==> config.mk <==
export PLATFORM = sky130hd
export DESIGN_NAME = apr_host
export DESIGN_NICKNAME = d
export VERILOG_FILES = /design/src/apr_pkg.sv /design/src/apr_sync.sv /design/src/apr_host.sv
export SDC_FILE = /design/constraint.sdc
export NUM_CORES = 1
export LEC_CHECK = 0
export ABC_AREA = 1
export BUFFER_PORTS_ARGS = -buffer_cell sky130_fd_sc_hd__buf_2
export CAP_MARGIN = 20
export CORE_UTILIZATION = 50
export DETAILED_ROUTE_END_ITERATION = 12
export PLACE_DENSITY = 0.81
export SLEW_MARGIN = 20
export SYNTH_ARGS = -nofsm -noshare
export SYNTH_HDL_FRONTEND = slang
export SYNTH_SLANG_ARGS = --single-unit
==> constraint.sdc <==
create_clock -name clk -period 2 [get_ports clk]
set_input_delay 0.1 -clock clk [delete_from_list [all_inputs] [get_ports clk]]
set_output_delay 0.1 -clock clk [all_outputs]
set_load 0.01 [all_outputs]
==> src/apr_pkg.sv <==
// Shared constants for the parallel register port host controller
package apr_pkg;

  // Bus widths
  localparam int ADDR_W = 4;
  localparam int DATA_W = 8;

  // Clock period in picoseconds (250 MHz)
  localparam int CLK_PS = 4000;

  // Pin timing in nanoseconds, as printed
  localparam int T_RC_NS  = 70;  // Read cycle time
  localparam int T_ACS_NS = 70;  // Chip select access time
  localparam int T_OHZ_NS = 25;  // Output disable to high Z
  localparam int T_WC_NS  = 70;  // Write cycle time
  localparam int T_AS_NS  = 0;   // Address setup to write start
  localparam int T_WP_NS  = 55;  // Write pulse width
  localparam int T_DW_NS  = 30;  // Data valid to end of write
  localparam int T_DH_NS  = 10;  // Data hold after write end
  localparam int T_WR_NS  = 15;  // Write recovery
  localparam int T_WZ_NS  = 25;  // Write enable to output high Z

  // Least times round up to whole cycles, never below one
  function automatic int cyc_min(input int ns);
    int c;
    c = (ns * 1000 + CLK_PS - 1) / CLK_PS;
    return (c < 1) ? 1 : c;
  endfunction

  // Cycle counts derived from the times above
  localparam int C_SETUP  = cyc_min(T_AS_NS);
  localparam int C_RD     = cyc_min(T_ACS_NS) + 2;  // Plus two for input sync
  localparam int C_RDHZ   = cyc_min(T_OHZ_NS);
  localparam int C_WZ     = cyc_min(T_WZ_NS);
  localparam int C_WP     = cyc_min(T_WP_NS);
  localparam int C_HOLD   = cyc_min(T_DH_NS) + cyc_min(T_WR_NS);
  localparam int C_RC_PAD = cyc_min(T_RC_NS);
  localparam int C_WC_PAD = cyc_min(T_WC_NS);
  localparam int C_DW     = cyc_min(T_DW_NS);

  localparam int CNT_W = 6;

  // Controller states, one-hot
  typedef enum logic [6:0] {
    ST_IDLE  = 7'h01,
    ST_SETUP = 7'h02,
    ST_RDACC = 7'h04,
    ST_RDHZ  = 7'h08,
    ST_WZ    = 7'h10,
    ST_WPUL  = 7'h20,
    ST_HOLD  = 7'h40
  } apr_state_e;

endpackage

==> src/apr_sync.sv <==
`timescale 1ns/1ps
// Two-flop synchroniser for the data pins coming back from the device
module apr_sync
(
  input  wire logic                       clk,   // System clock
  input  wire logic                       rst,   // Async reset, active high
  input  wire logic [apr_pkg::DATA_W-1:0] d,     // Asynchronous pin levels
  output logic      [apr_pkg::DATA_W-1:0] q      // Synchronised levels
);

  typedef struct packed {
    logic [apr_pkg::DATA_W-1:0] s1;
    logic [apr_pkg::DATA_W-1:0] s2;
  } apr_sync_s;

  apr_sync_s st_r;
  apr_sync_s st_nxt;

  // First stage is read only by the second stage
  always_comb
  begin
    st_nxt.s1 = d;
    st_nxt.s2 = st_r.s1;
  end

  // Register both stages
  always_ff @(posedge clk or posedge rst)
  begin
    if (rst)
      st_r <= '0;
    else
      st_r <= st_nxt;
  end

  assign q = st_r.s2;

endmodule

==> src/apr_host.sv <==
`timescale 1ns/1ps
// Notes on behaviour
// - Strobe stays high through every read
// - Address changes only while select or strobe high
// - No conflicting write data before device outputs off
// - Read address stable before select falls
module apr_host
(
  input  wire logic                       clk,          // System clock
  input  wire logic                       rst,          // Async reset, active high
  input  wire logic                       req_valid,    // Access request
  input  wire logic                       req_write,    // 1 write, 0 read
  input  wire logic [apr_pkg::ADDR_W-1:0] req_addr,     // Register address
  input  wire logic [apr_pkg::DATA_W-1:0] req_wdata,    // Write data
  output logic                            req_ready,    // Idle, request taken
  output logic                            rsp_valid,    // Access done pulse
  output logic      [apr_pkg::DATA_W-1:0] rsp_rdata,    // Read data
  output logic      [apr_pkg::ADDR_W-1:0] reg_addr_lines, // Address pins
  output logic                            cs_n,         // Chip select, low active
  output logic                            we_n,         // Write strobe, low active
  output logic                            oe_n,         // Output gate, low active
  input  wire logic [apr_pkg::DATA_W-1:0] data_lines_i, // Data pins in
  output logic      [apr_pkg::DATA_W-1:0] data_lines_o, // Data pins out
  output logic                            data_lines_oe // Data pin drive enable
);

  typedef struct packed {
    apr_pkg::apr_state_e        state;
    logic [apr_pkg::CNT_W-1:0]  cnt;
    logic                       wr;
    logic [apr_pkg::ADDR_W-1:0] addr;
    logic [apr_pkg::DATA_W-1:0] wdata;
    logic [apr_pkg::DATA_W-1:0] rdata;
    logic                       ready;
    logic                       done;
    logic                       cs_n;
    logic                       we_n;
    logic                       oe_n;
    logic                       doe;
  } apr_host_s;

  apr_host_s                  st_r;
  apr_host_s                  st_nxt;
  logic [apr_pkg::DATA_W-1:0] din_sync;

  // Data pins pass two flops before use
  apr_sync u_sync
  (
    .clk (clk),
    .rst (rst),
    .d   (data_lines_i),
    .q   (din_sync)
  );

  // Sequencer for read and write cycles
  always_comb
  begin
    st_nxt      = st_r;
    st_nxt.done = 1'b0;
    if (st_r.cnt != '0)
      st_nxt.cnt = st_r.cnt - 1'b1;
    unique case (st_r.state)
      apr_pkg::ST_IDLE:
      begin
        st_nxt.cs_n = 1'b1;
        st_nxt.we_n = 1'b1;
        st_nxt.oe_n = 1'b1;
        st_nxt.doe  = 1'b0;
        st_nxt.ready = (st_nxt.cnt == '0);  // Ready only after the cycle-time pad
        if (req_valid && st_r.ready && st_r.cnt == '0)
        begin
          // Address moves only while select is high
          st_nxt.addr  = req_addr;
          st_nxt.wr    = req_write;
          st_nxt.wdata = req_wdata;
          st_nxt.ready = 1'b0;
          st_nxt.cnt   = apr_pkg::CNT_W'(apr_pkg::C_SETUP);
          st_nxt.state = apr_pkg::ST_SETUP;
        end
      end
      apr_pkg::ST_SETUP:
        if (st_r.cnt == '0)
        begin
          st_nxt.cs_n = 1'b0;
          if (st_r.wr)
          begin
            // Select falls first, strobe falls later to open the write
            st_nxt.oe_n  = 1'b1;
            st_nxt.cnt   = apr_pkg::CNT_W'(apr_pkg::C_WZ);
            st_nxt.state = apr_pkg::ST_WZ;
          end
          else
          begin
            st_nxt.oe_n  = 1'b0;
            st_nxt.cnt   = apr_pkg::CNT_W'(apr_pkg::C_RD);
            st_nxt.state = apr_pkg::ST_RDACC;
          end
        end
      apr_pkg::ST_RDACC:
        if (st_r.cnt == '0)
        begin
          st_nxt.rdata = din_sync;
          st_nxt.cs_n  = 1'b1;
          st_nxt.oe_n  = 1'b1;
          st_nxt.cnt   = apr_pkg::CNT_W'(apr_pkg::C_RDHZ);
          st_nxt.state = apr_pkg::ST_RDHZ;
        end
      apr_pkg::ST_RDHZ:
        if (st_r.cnt == '0)
        begin
          st_nxt.done  = 1'b1;
          st_nxt.cnt   = apr_pkg::CNT_W'(apr_pkg::C_RC_PAD);
          st_nxt.state = apr_pkg::ST_IDLE;
        end
      apr_pkg::ST_WZ:
        // Gate stays high, so pins are free before data is driven
        if (st_r.cnt == '0)
        begin
          st_nxt.we_n  = 1'b0;
          st_nxt.doe   = 1'b1;
          st_nxt.cnt   = apr_pkg::CNT_W'(apr_pkg::C_WP);
          st_nxt.state = apr_pkg::ST_WPUL;
        end
      apr_pkg::ST_WPUL:
        // Data stands the whole pulse, well over the data setup
        if (st_r.cnt == '0)
        begin
          st_nxt.we_n  = 1'b1;
          st_nxt.cnt   = apr_pkg::CNT_W'(apr_pkg::C_HOLD);
          st_nxt.state = apr_pkg::ST_HOLD;
        end
      apr_pkg::ST_HOLD:
        // Data held after strobe rises, then select released
        if (st_r.cnt == '0)
        begin
          st_nxt.cs_n  = 1'b1;
          st_nxt.doe   = 1'b0;
          st_nxt.done  = 1'b1;
          st_nxt.cnt   = apr_pkg::CNT_W'(apr_pkg::C_WC_PAD);
          st_nxt.state = apr_pkg::ST_IDLE;
        end
    endcase
  end

  // State register
  always_ff @(posedge clk or posedge rst)
  begin
    if (rst)
    begin
      st_r       <= '0;
      st_r.state <= apr_pkg::ST_IDLE;
      st_r.cs_n  <= 1'b1;
      st_r.we_n  <= 1'b1;
      st_r.oe_n  <= 1'b1;
    end
    else
      st_r <= st_nxt;
  end

  // Outputs straight from flops
  assign req_ready      = st_r.ready;
  assign rsp_valid      = st_r.done;
  assign rsp_rdata      = st_r.rdata;
  assign reg_addr_lines = st_r.addr;
  assign cs_n           = st_r.cs_n;
  assign we_n           = st_r.we_n;
  assign oe_n           = st_r.oe_n;
  assign data_lines_o   = st_r.wdata;
  assign data_lines_oe  = st_r.doe;

endmodule

==> results of run 1 <==
-- worst paths after layout --
kind                                  start               to
max reg2reg                        st_r[27]         st_r[27]
min in group asynchronous               rst      u_sync.q[2]
max in group asynchronous               rst             we_n
min                            req_wdata[0]  data_lines_o[0]
min reg2reg                u_sync.st_nxt[7]      u_sync.q[7]
max                                st_r[27]         st_r[27]
-- area by class of cell --
cell class	count	area, µm²	share of cell area
timing repair buffer	61	370.4	0.1198
tap	70	87.58	0.02834
multi-input combinational	187	1025	0.3316
sequential	56	1406	0.4551
clock buffer	6	72.57	0.02348
inverter	30	112.6	0.03644
clock inverter	2	16.27	0.005263
-- power groups by stage --
stage	registers (mW)	logic [mW]	clock network [mW]
final	1.43	1.28	0.606
after CTS	1.42	1.26	0.616
after detailed placement	1.44	1.24	0
after floorplan	1.44	0.981	0
after global routing	1.44	1.43	0.655
after global placement	1.44	1.21	0
-- worst register-to-register path: cells and delay by family (launching register included) --
family | cells | cell delay, ns
adder cells (fa/ha/maj) | 2 | 0.55
buffers and inverters | 2 | 0.20
AND/OR/NAND/NOR | 4 | 0.49
flip-flops | 1 | 0.39
AO/OA/AOI/OAI | 1 | 0.08
-- Yosys cell counts, types with 3 or more instances --
| cell | count | area, µm² |
|---|---|---|
| a21oi_1 | 3 | 15.01 |
| buf_4 | 21 | 157.7 |
| dfrtp_1 | 52 | 1301 |
| dfstp_2 | 4 | 105.1 |
| ha_1 | 3 | 37.54 |
| inv_1 | 27 | 101.4 |
| inv_2 | 3 | 11.26 |
| mux2_4 | 8 | 120.1 |
| nand2_1 | 81 | 304.0 |
| nand2_2 | 6 | 37.54 |
| nand3_1 | 34 | 170.2 |
| nor2_1 | 20 | 75.07 |
| nor2_2 | 6 | 37.54 |
| nor2_4 | 4 | 45.04 |
| o21ai_0 | 10 | 50.05 |
-- metrics by stage --
step,instances,setup WS (ns),utilization,hold slack [ns]
6_report,412,0.1540,0.5975,0.01496
3_3_place_gp,395,0.2506,0.5629,0.1990
3_5_place_dp,395,0.2052,0.5629,0.1997
2_1_floorplan,297,0.2980,-,0.1314
4_1_cts,412,0.1871,0.5975,0.01482
5_1_grt,412,0.03169,0.5975,0.02483
-- repair_timing --
item / in CTS / in global routing
setup endpoints to repair: 0 / 0
hold buffers: 9 / 0
hold endpoints to repair: 34 / 0
-- layer usage --
layer / global-route usage / vias up
met3: 0.04365 / 10
met2: 0.3304 / 62
met1: 0.2504 / 961
met4: 0.05761 / 0
li1: - / 1004
met5: 0 / -
-- cell families after synthesis --
family	after synthesis
buffers and inverters	54
xor gates and xnor gates	1
DFF	56
muxes	8
and+or+nand+nor	157
adders and majority gates	3
AOI/OAI and AO/OA	18
-- flip-flops by register name (all words and copies together), names as in the netlist --
| signal | cells |
|---|---|
| cs_n | 1 |
| data_lines_o | 8 |
| data_lines_oe | 1 |
| oe_n | 1 |
| reg_addr_lines | 4 |
| req_ready | 1 |
| rsp_rdata | 8 |
| rsp_valid | 1 |
| st_r | 14 |
| u_sync.q | 8 |
| u_sync.st_nxt | 8 |
| we_n | 1 |
==> run summary, run 1 <==
Critical path launch point type: flip-flop
Relative slew slack: 0.5980
Clock network power share: 0.183
CP Buf/Inv Count: 2
Type of the worst min-delay path: in2reg
Area growth from synthesis to layout: 13.51%
# diodes: 0
Reg power frac: 0.431
Design Power: 3.310 mW
Boundary Pins: 50
Initial DRC Count: 82
Pwr/cell area: 1071 mW/mm²
Kind of critical path: reg2reg
WHS Path Cells: 3
Drt first pass iters: 5
GR Overflow Total: 0
Unrepaired setup endpoints after global routing: no
Initial antenna violation count: 0
Multiplexer share of the synthesized area: 0.04412
Max IR drop VDD: 0.5674 mV
Worst path arrival time: 2.03 ns
Die Y: 75.79 µm
P_int: 2.031 mW
CTS tree: done
Vias per cell: 4.944
Post-synth ARST share: 1.000
Die area: 0.005744 mm²
Combinational power share: 0.387
Delay-heaviest family, CP: adder cells
Placer Congestion: 0.9171
Leading cell types in the layout, fill and taps excluded: 81 x nand2_1, 52 x dfrtp_1, 49 x buf_2
Number of distinct library cells after synthesis: 25
PortBufs: 49
Register area share after synthesis: 0.5165
Compound-gate portion of the synthesized area: 0.03631
CTS clk-pin slew, worst paths: 0.10 ns
Routed Wire Length: 5322 µm
Least-Margin Pin Slew: 0.6021 ns
Clock buffer depth: 2
Final #Nets: 368
Synth Cell Area: 0.002723 mm²
F_max: 541.7 MHz
Mapped Cells: 297
First-pass GRT wire length: 8376 µm
Syn nets: 324
Reg2Reg Setup Slack: 0.15 ns
Post-route cell area: 0.003090 mm²
Levels on crit path: 9
Leak Pwr: 1.698 nW
R2R cell count: 9
Xor/xnor share of the synthesized area: 0.003217
Final min period: 1.846 ns
Post-synth top flop: dfrtp_1
Placed cell areas: 0.002912 mm²
Share of layout cells above drive strength 1: 0.2807
Req. time, crit path: 2.18 ns
Critical path fanouts, max: 16
Switching portion of total power: 0.3864
Status: completed
Clock sinks: 56
GRT Total Usage: 0.1951
Clock Skews: 0.008837 ns
Num CTS Buffers: 5
Max-cap violations: 0
Row cnt: 26
Yosys Warn Count: 0
Met2 WL post-DR: 2647 µm
Most common cell after layout, fill and taps aside: nand2_1
Via count: 2037
Simple-gate share of the synthesized area: 0.2790
Number of gates resized after CTS: 0
Fillers: 427
Wirelength per Cell: 12.92 µm
Skew-Pair Late Insertion Delay: 0.31 ns
Post-route ant nets: 0
Max Transition Viols Final: 0
Net Switching: 1.279 mW
Setup violators final: 0
Uppermost layer routed: met4
Post-synth EDFFs: 0
Drt drc: 0
DRT met1 WL: 2300 µm
Capturing element type of the critical path: flip-flop
Starting density of the core: 0.5264
Final critical-path share of the clock period: 0.9230
Die boundary width: 75.79 µm
Hold Vio Cnt, Final: 0
Vias in the first global route: 1888
Metal3 WL: 276 µm
Yosys reg bits: 56
Largest net degree at the start of global routing: 30
Syn Area/Cell: 9.167 µm²
Crit-path max cell delay: 0.39 ns
Htree depth: 2
Post-CTS Setup Inserts: 0
Critical path, cell by cell: inv_1, ha_1, inv_2, nor2_4, nand3_4, ha_1, o21ai_0, nand3_1, nand3_1
Core area: 0.005172 mm²
Root Buffer: clkbuf_8
Post-Synth Adder-Cell Area: 0.01379
Setup TNS: 0 ns
Largest family of logic cells by synthesized area: simple AND/OR/NAND/NOR gates
Crit-path slowest cell: dfrtp_1
DPL Wire Length: 3813 µm
(Power assumes the default switching activity.)
==> run 2: changes to the inputs <==
--- a/config.mk
+++ b/config.mk
@@ -6,7 +6,7 @@
 export NUM_CORES = 1
 export LEC_CHECK = 0
 export ABC_AREA = 1
-export BUFFER_PORTS_ARGS = -buffer_cell sky130_fd_sc_hd__buf_2
+export BUFFER_PORTS_ARGS = -buffer_cell sky130_fd_sc_hd__buf_4
 export CAP_MARGIN = 20
 export CORE_UTILIZATION = 50
 export DETAILED_ROUTE_END_ITERATION = 12
==> run 2 against run 1 <==
Combinational power hardly changed. Non-clock buffer count is 1 higher. Core utilization is 3.0 points higher. Flip-flop and latch count stayed put. Die area stayed put. Critical endpoint is now req_ready. Design area is 4.9% higher. Clock skew is 0.0017 ns lower. Critical path type unchanged. Count of clock-buffer cells in the layout stayed put. Power is 5.0% higher. First-iteration DRC count is 6.1% higher. Register-to-register slack hardly changed.
==> run summary, run 2 (synthesized netlist as in run 1, its figures left out) <==
Root Buffer: clkbuf_8
Max-cap violations: 0
Clock buffer depth: 2
GRT Total Usage: 0.2025
# diodes: 0
Kind of critical path: reg2reg
Area growth from synthesis to layout: 19.12%
Max FFs per register: 14
Die area: 0.005744 mm²
PortBufs: 49
Clock network power share: 0.212
Hold Vio Cnt, Final: 0
Status: completed
CTS tree: done
Register area: 0.001406 mm²
Vias per cell: 4.879
Setup TNS: 0 ns
Req. time, crit path: 2.25 ns
Multi-input logic area: 0.001025 mm²
Critical path launch point type: flip-flop
Unrepaired setup endpoints after global routing: no
Max IR drop VDD: 0.3815 mV
Die Y: 75.79 µm
Delay-heaviest family, CP: adder cells
Skew-Pair Late Insertion Delay: 0.31 ns
Die boundary width: 75.79 µm
Initial DRC Count: 87
DPL Wire Length: 3860 µm
Worst path arrival time: 2.09 ns
Final min period: 1.838 ns
Reg power frac: 0.410
Capturing element type of the critical path: flip-flop
Leak Pwr: 1.740 nW
Vias in the first global route: 1885
Crit-path slowest cell: dfrtp_1
Combinational power share: 0.378
Critical path fanouts, max: 16
Htree depth: 2
F_max: 544.0 MHz
Boundary Pins: 50
Share of layout cells above drive strength 1: 0.2828
Final core occ: 0.6270
Net Switching: 1.266 mW
Relative slew slack: 0.6035
Core area: 0.005172 mm²
Routed Wire Length: 5334 µm
Most common cell on crit path: ha_1
Final hold slack: 0.01346 ns
Fillers: 423
Largest net degree at the start of global routing: 30
Least-Margin Pin Slew: 0.5939 ns
Initial antenna violation count: 0
Num CTS Buffers: 5
Final #Nets: 369
Clock sinks: 56
Starting density of the core: 0.5264
Clock Skews: 0.007155 ns
Final critical-path share of the clock period: 0.9191
Worst Slack Setup Final: 0.1618 ns
Most flop-heavy register: st_r
Drt drc: 0
P_int: 2.212 mW
Switching portion of total power: 0.3640
Type of the worst min-delay path: in2reg
GR Overflow Total: 0
Pwr/cell area: 1072 mW/mm²
First-pass GRT wire length: 8631 µm
Post-route ant nets: 0
Wirelength per Cell: 12.92 µm
Setup violators final: 0
Most common cell after layout, fill and taps aside: nand2_1
Via count: 2015
Placer Congestion: 0.9411
Post-route cell area: 0.003243 mm²
Max Transition Viols Final: 0
Crit-path max cell delay: 0.39 ns
Row cnt: 26
Drt first pass iters: 4
Placed cell areas: 0.003042 mm²
Number of gates resized after CTS: 0
Pre-CTS WS: 0.1995 ns
Critical path, cell by cell: inv_1, ha_1, inv_2, nor2_4, nand3_4, ha_1, o21ai_0, nor2_1, nand3_1, nand2_1
Leading cell types in the layout, fill and taps excluded: 81 x nand2_1, 52 x dfrtp_1, 52 x buf_4
CP Buf/Inv Count: 2
CTS clk-pin slew, worst paths: 0.10 ns
## run 2: cell count changes in the layout (fill, tap and decap cells not counted), sizes merged
cell      previous run  this run
clkinvlp             1         0
clkinv               1         0
inv                 30        31
buf                 52        53
bufinv               0         1
## run 2: worst min-delay path, delay by kind of cell
kind | cells | cell delay (ns)
buffers and inverters | 1 | 0.08
and+or+nand+nor | 2 | 0.12
## run 2: routing by layer
layer	vias to the layer above	global-route usage	wire length (µm)
met1	944	0.2720	2298
met2	56	0.3314	2685
met3	5	0.04233	273
li1	1010	-	-
met5	-	0	0
met4	0	0.05967	76
## run 2: stage by stage
step	cells	power [mW]
CTS	413	3.490
global route	413	3.739
global placement	396	2.705
detailed placement	396	2.730
floorplan	297	2.425
finish	413	3.477
## run 2: path summary, 6_finish.rpt
kind                                   from               to  slack (ns)  cells past startpoint
min in group asynchronous               rst     rsp_rdata[2]        0.42                      3
max reg2reg                        st_r[27]        req_ready        0.16                     10
min                            req_wdata[0]  data_lines_o[0]        0.01                      3
max                                st_r[27]        req_ready        0.16                     10
max in group asynchronous               rst             we_n        0.96                      4
min reg2reg                u_sync.st_nxt[7]      u_sync.q[7]        0.36                      0
## run 2: power by group through the flow
stage,Combinational [mW],Clock (mW),Sequential [mW]
after floorplan,0.981,0,1.44
after global routing,1.48,0.811,1.45
final,1.31,0.738,1.43
after global placement,1.26,0,1.44
after CTS,1.31,0.755,1.43
after detailed placement,1.28,0,1.45
## run 2: final cells by class
class	count	share of cell area
multi-input cells	187	0.3160
repair buffers	62	0.1543
clock inverters	2	0.01196
clock buffers	6	0.02238
inverters	30	0.03472
flip-flops and latches	56	0.4336
well taps	70	0.02701
## run 2: timing repair
action                    CTS  global route
hold endpoints to repair   34             0
setup buffers               0             0
hold buffers                9             0
==> run 3: changes to the inputs <==
--- a/config.mk
+++ b/config.mk
@@ -9,9 +9,11 @@
 export BUFFER_PORTS_ARGS = -buffer_cell sky130_fd_sc_hd__buf_4
 export CAP_MARGIN = 20
 export CORE_UTILIZATION = 50
+export CTS_BUF_LIST = sky130_fd_sc_hd__clkbuf_16
 export DETAILED_ROUTE_END_ITERATION = 12
 export PLACE_DENSITY = 0.81
-export SLEW_MARGIN = 20
+export RECOVER_POWER = 25
+export SLEW_MARGIN = 30
 export SYNTH_ARGS = -nofsm -noshare
 export SYNTH_HDL_FRONTEND = slang
 export SYNTH_SLANG_ARGS = --single-unit
==> run 3 against run 2 <==
Critical endpoint unchanged. Largest cell class unchanged. Clock power is 32% higher. Power grew 6.4%. Die area is the same.
==> run summary, run 3 (synthesized netlist as in run 1, its figures left out) <==
Reg power frac: 0.386
Starting density of the core: 0.5264
Final hold slack: 0.03734 ns
Capturing element type of the critical path: flip-flop
P_int: 2.405 mW
CTS clk-pin slew, worst paths: 0.07 ns
Die area: 0.005744 mm²
Htree depth: 2
Combinational power share: 0.350
Post-CTS Setup Inserts: 0
Non-Filler Instances: 413
Root Buffer: clkbuf_16
Leading cell types in the layout, fill and taps excluded: 81 x nand2_1, 52 x dfrtp_1, 34 x nand3_1
Boundary Pins: 50
Num CTS Buffers: 5
First-pass GRT wire length: 8797 µm
Via count: 2031
F_max: 544.6 MHz
DPL Wire Length: 3860 µm
Most flop-heavy register: st_r
Reg2Reg Setup Slack: 0.16 ns
Status: completed
Final #Nets: 369
Most common cell on crit path: ha_1
Max-cap violations: 0
Setup violators final: 0
Placed cell areas: 0.003042 mm²
Critical path launch point type: flip-flop
Post-route cell area: 0.003239 mm²
Clock network power share: 0.264
Vias per cell: 4.918
Core area: 0.005172 mm²
Routed Wire Length: 5462 µm
Net Switching: 1.294 mW
Unrepaired setup endpoints after global routing: no
GRT Total Usage: 0.2063
Most common cell after layout, fill and taps aside: nand2_1
Max Transition Viols Final: 0
Final min period: 1.836 ns
Max FFs per register: 14
Number of gates resized after CTS: 0
Fillers: 437
Initial DRC Count: 82
GR Overflow Total: 0
Switching portion of total power: 0.3499
Crit-path slowest cell: dfrtp_1
Initial antenna violation count: 0
Placer Congestion: 0.9411
Type of the worst min-delay path: in2reg
Die Y: 75.79 µm
Crit-path max cell delay: 0.38 ns
Least-Margin Pin Slew: 1.062 ns
Clock Skews: 0.003917 ns
Critical path fanouts, max: 16
Leak Pwr: 1.701 nW
Post-route ant nets: 0
Largest net degree at the start of global routing: 30
Row cnt: 26
Skew-Pair Late Insertion Delay: 0.29 ns
Setup TNS: 0 ns
PortBufs: 49
Kind of critical path: reg2reg
Vias in the first global route: 1885
Dpl cells: 396
Req. time, crit path: 2.23 ns
Critical path, cell by cell: inv_1, ha_1, inv_2, nor2_4, nand3_4, ha_1, o21ai_0, nor2_1, nand3_1, nand2_1
Share of layout cells above drive strength 1: 0.2332
Wirelength per Cell: 13.23 µm
Drt first pass iters: 4
# diodes: 0
Relative slew slack: 0.2913
Clock buffer depth: 2
Drt drc: 0
Hold buffers post-CTS: 9
Final critical-path share of the clock period: 0.9181
Max IR drop VDD: 0.4928 mV
CP Buf/Inv Count: 2
Worst path arrival time: 2.06 ns
Area growth from synthesis to layout: 18.98%
Clock sinks: 56
Hold Vio Cnt, Final: 0
Delay-heaviest family, CP: adder cells
Die boundary width: 75.79 µm
Pwr/cell area: 1142 mW/mm²
CTS tree: done
## run 3: cell type report
cell class	count	area, µm²	area share
Sequential cell	56	1406	0.4341
Multi-Input combinational cell	187	1025	0.3163
Timing Repair Buffer	62	440.4	0.1360
Clock buffer	5	125.1	0.03862
Inverter	30	112.6	0.03476
Tap cell	70	87.58	0.02704
Clock inverter	3	42.54	0.01313
## run 3: final timing paths
kind,from,to,cells after the start
min reg2reg,u_sync.st_nxt[7],u_sync.q[7],0
max in group asynchronous,rst,we_n,4
min in group asynchronous,rst,rsp_rdata[2],3
min,req_wdata[0],data_lines_o[0],3
max reg2reg,st_r[27],req_ready,10
max,st_r[27],req_ready,10
## run 3: through the flow
| stage | setup WS [ns] | utilization | power (mW) |
|---|---|---|---|
| CTS | 0.1732 | 0.6379 | 3.729 |
| global route | 0.02071 | 0.6263 | 3.960 |
| finish | 0.1637 | 0.6263 | 3.699 |
| floorplan | 0.2980 | - | 2.425 |
| global placement | 0.2402 | 0.5881 | 2.705 |
| detailed placement | 0.1995 | 0.5881 | 2.730 |
## run 3: tightest hold or removal path: stages
cell	delay (ns)
buf_4	0.08
nand3_1	0.06
nand2_1	0.06
## run 3: power groups by stage
stage | Sequential (mW) | Clock (mW) | Combinational (mW)
floorplan | 1.44 | 0 | 0.981
global placement | 1.44 | 0 | 1.26
detailed placement | 1.45 | 0 | 1.28
CTS | 1.43 | 0.989 | 1.31
global route | 1.45 | 1.05 | 1.46
finish | 1.43 | 0.975 | 1.30
## run 3: metal layers
| layer | track usage | wire length (µm) | vias to the layer above |
|---|---|---|---|
| met2 | 0.3333 | 2724 | 49 |
| met4 | 0.05967 | 68 | 0 |
| li1 | - | - | 1011 |
| met3 | 0.04233 | 209 | 5 |
| met5 | 0 | 0 | - |
| met1 | 0.2816 | 2459 | 966 |
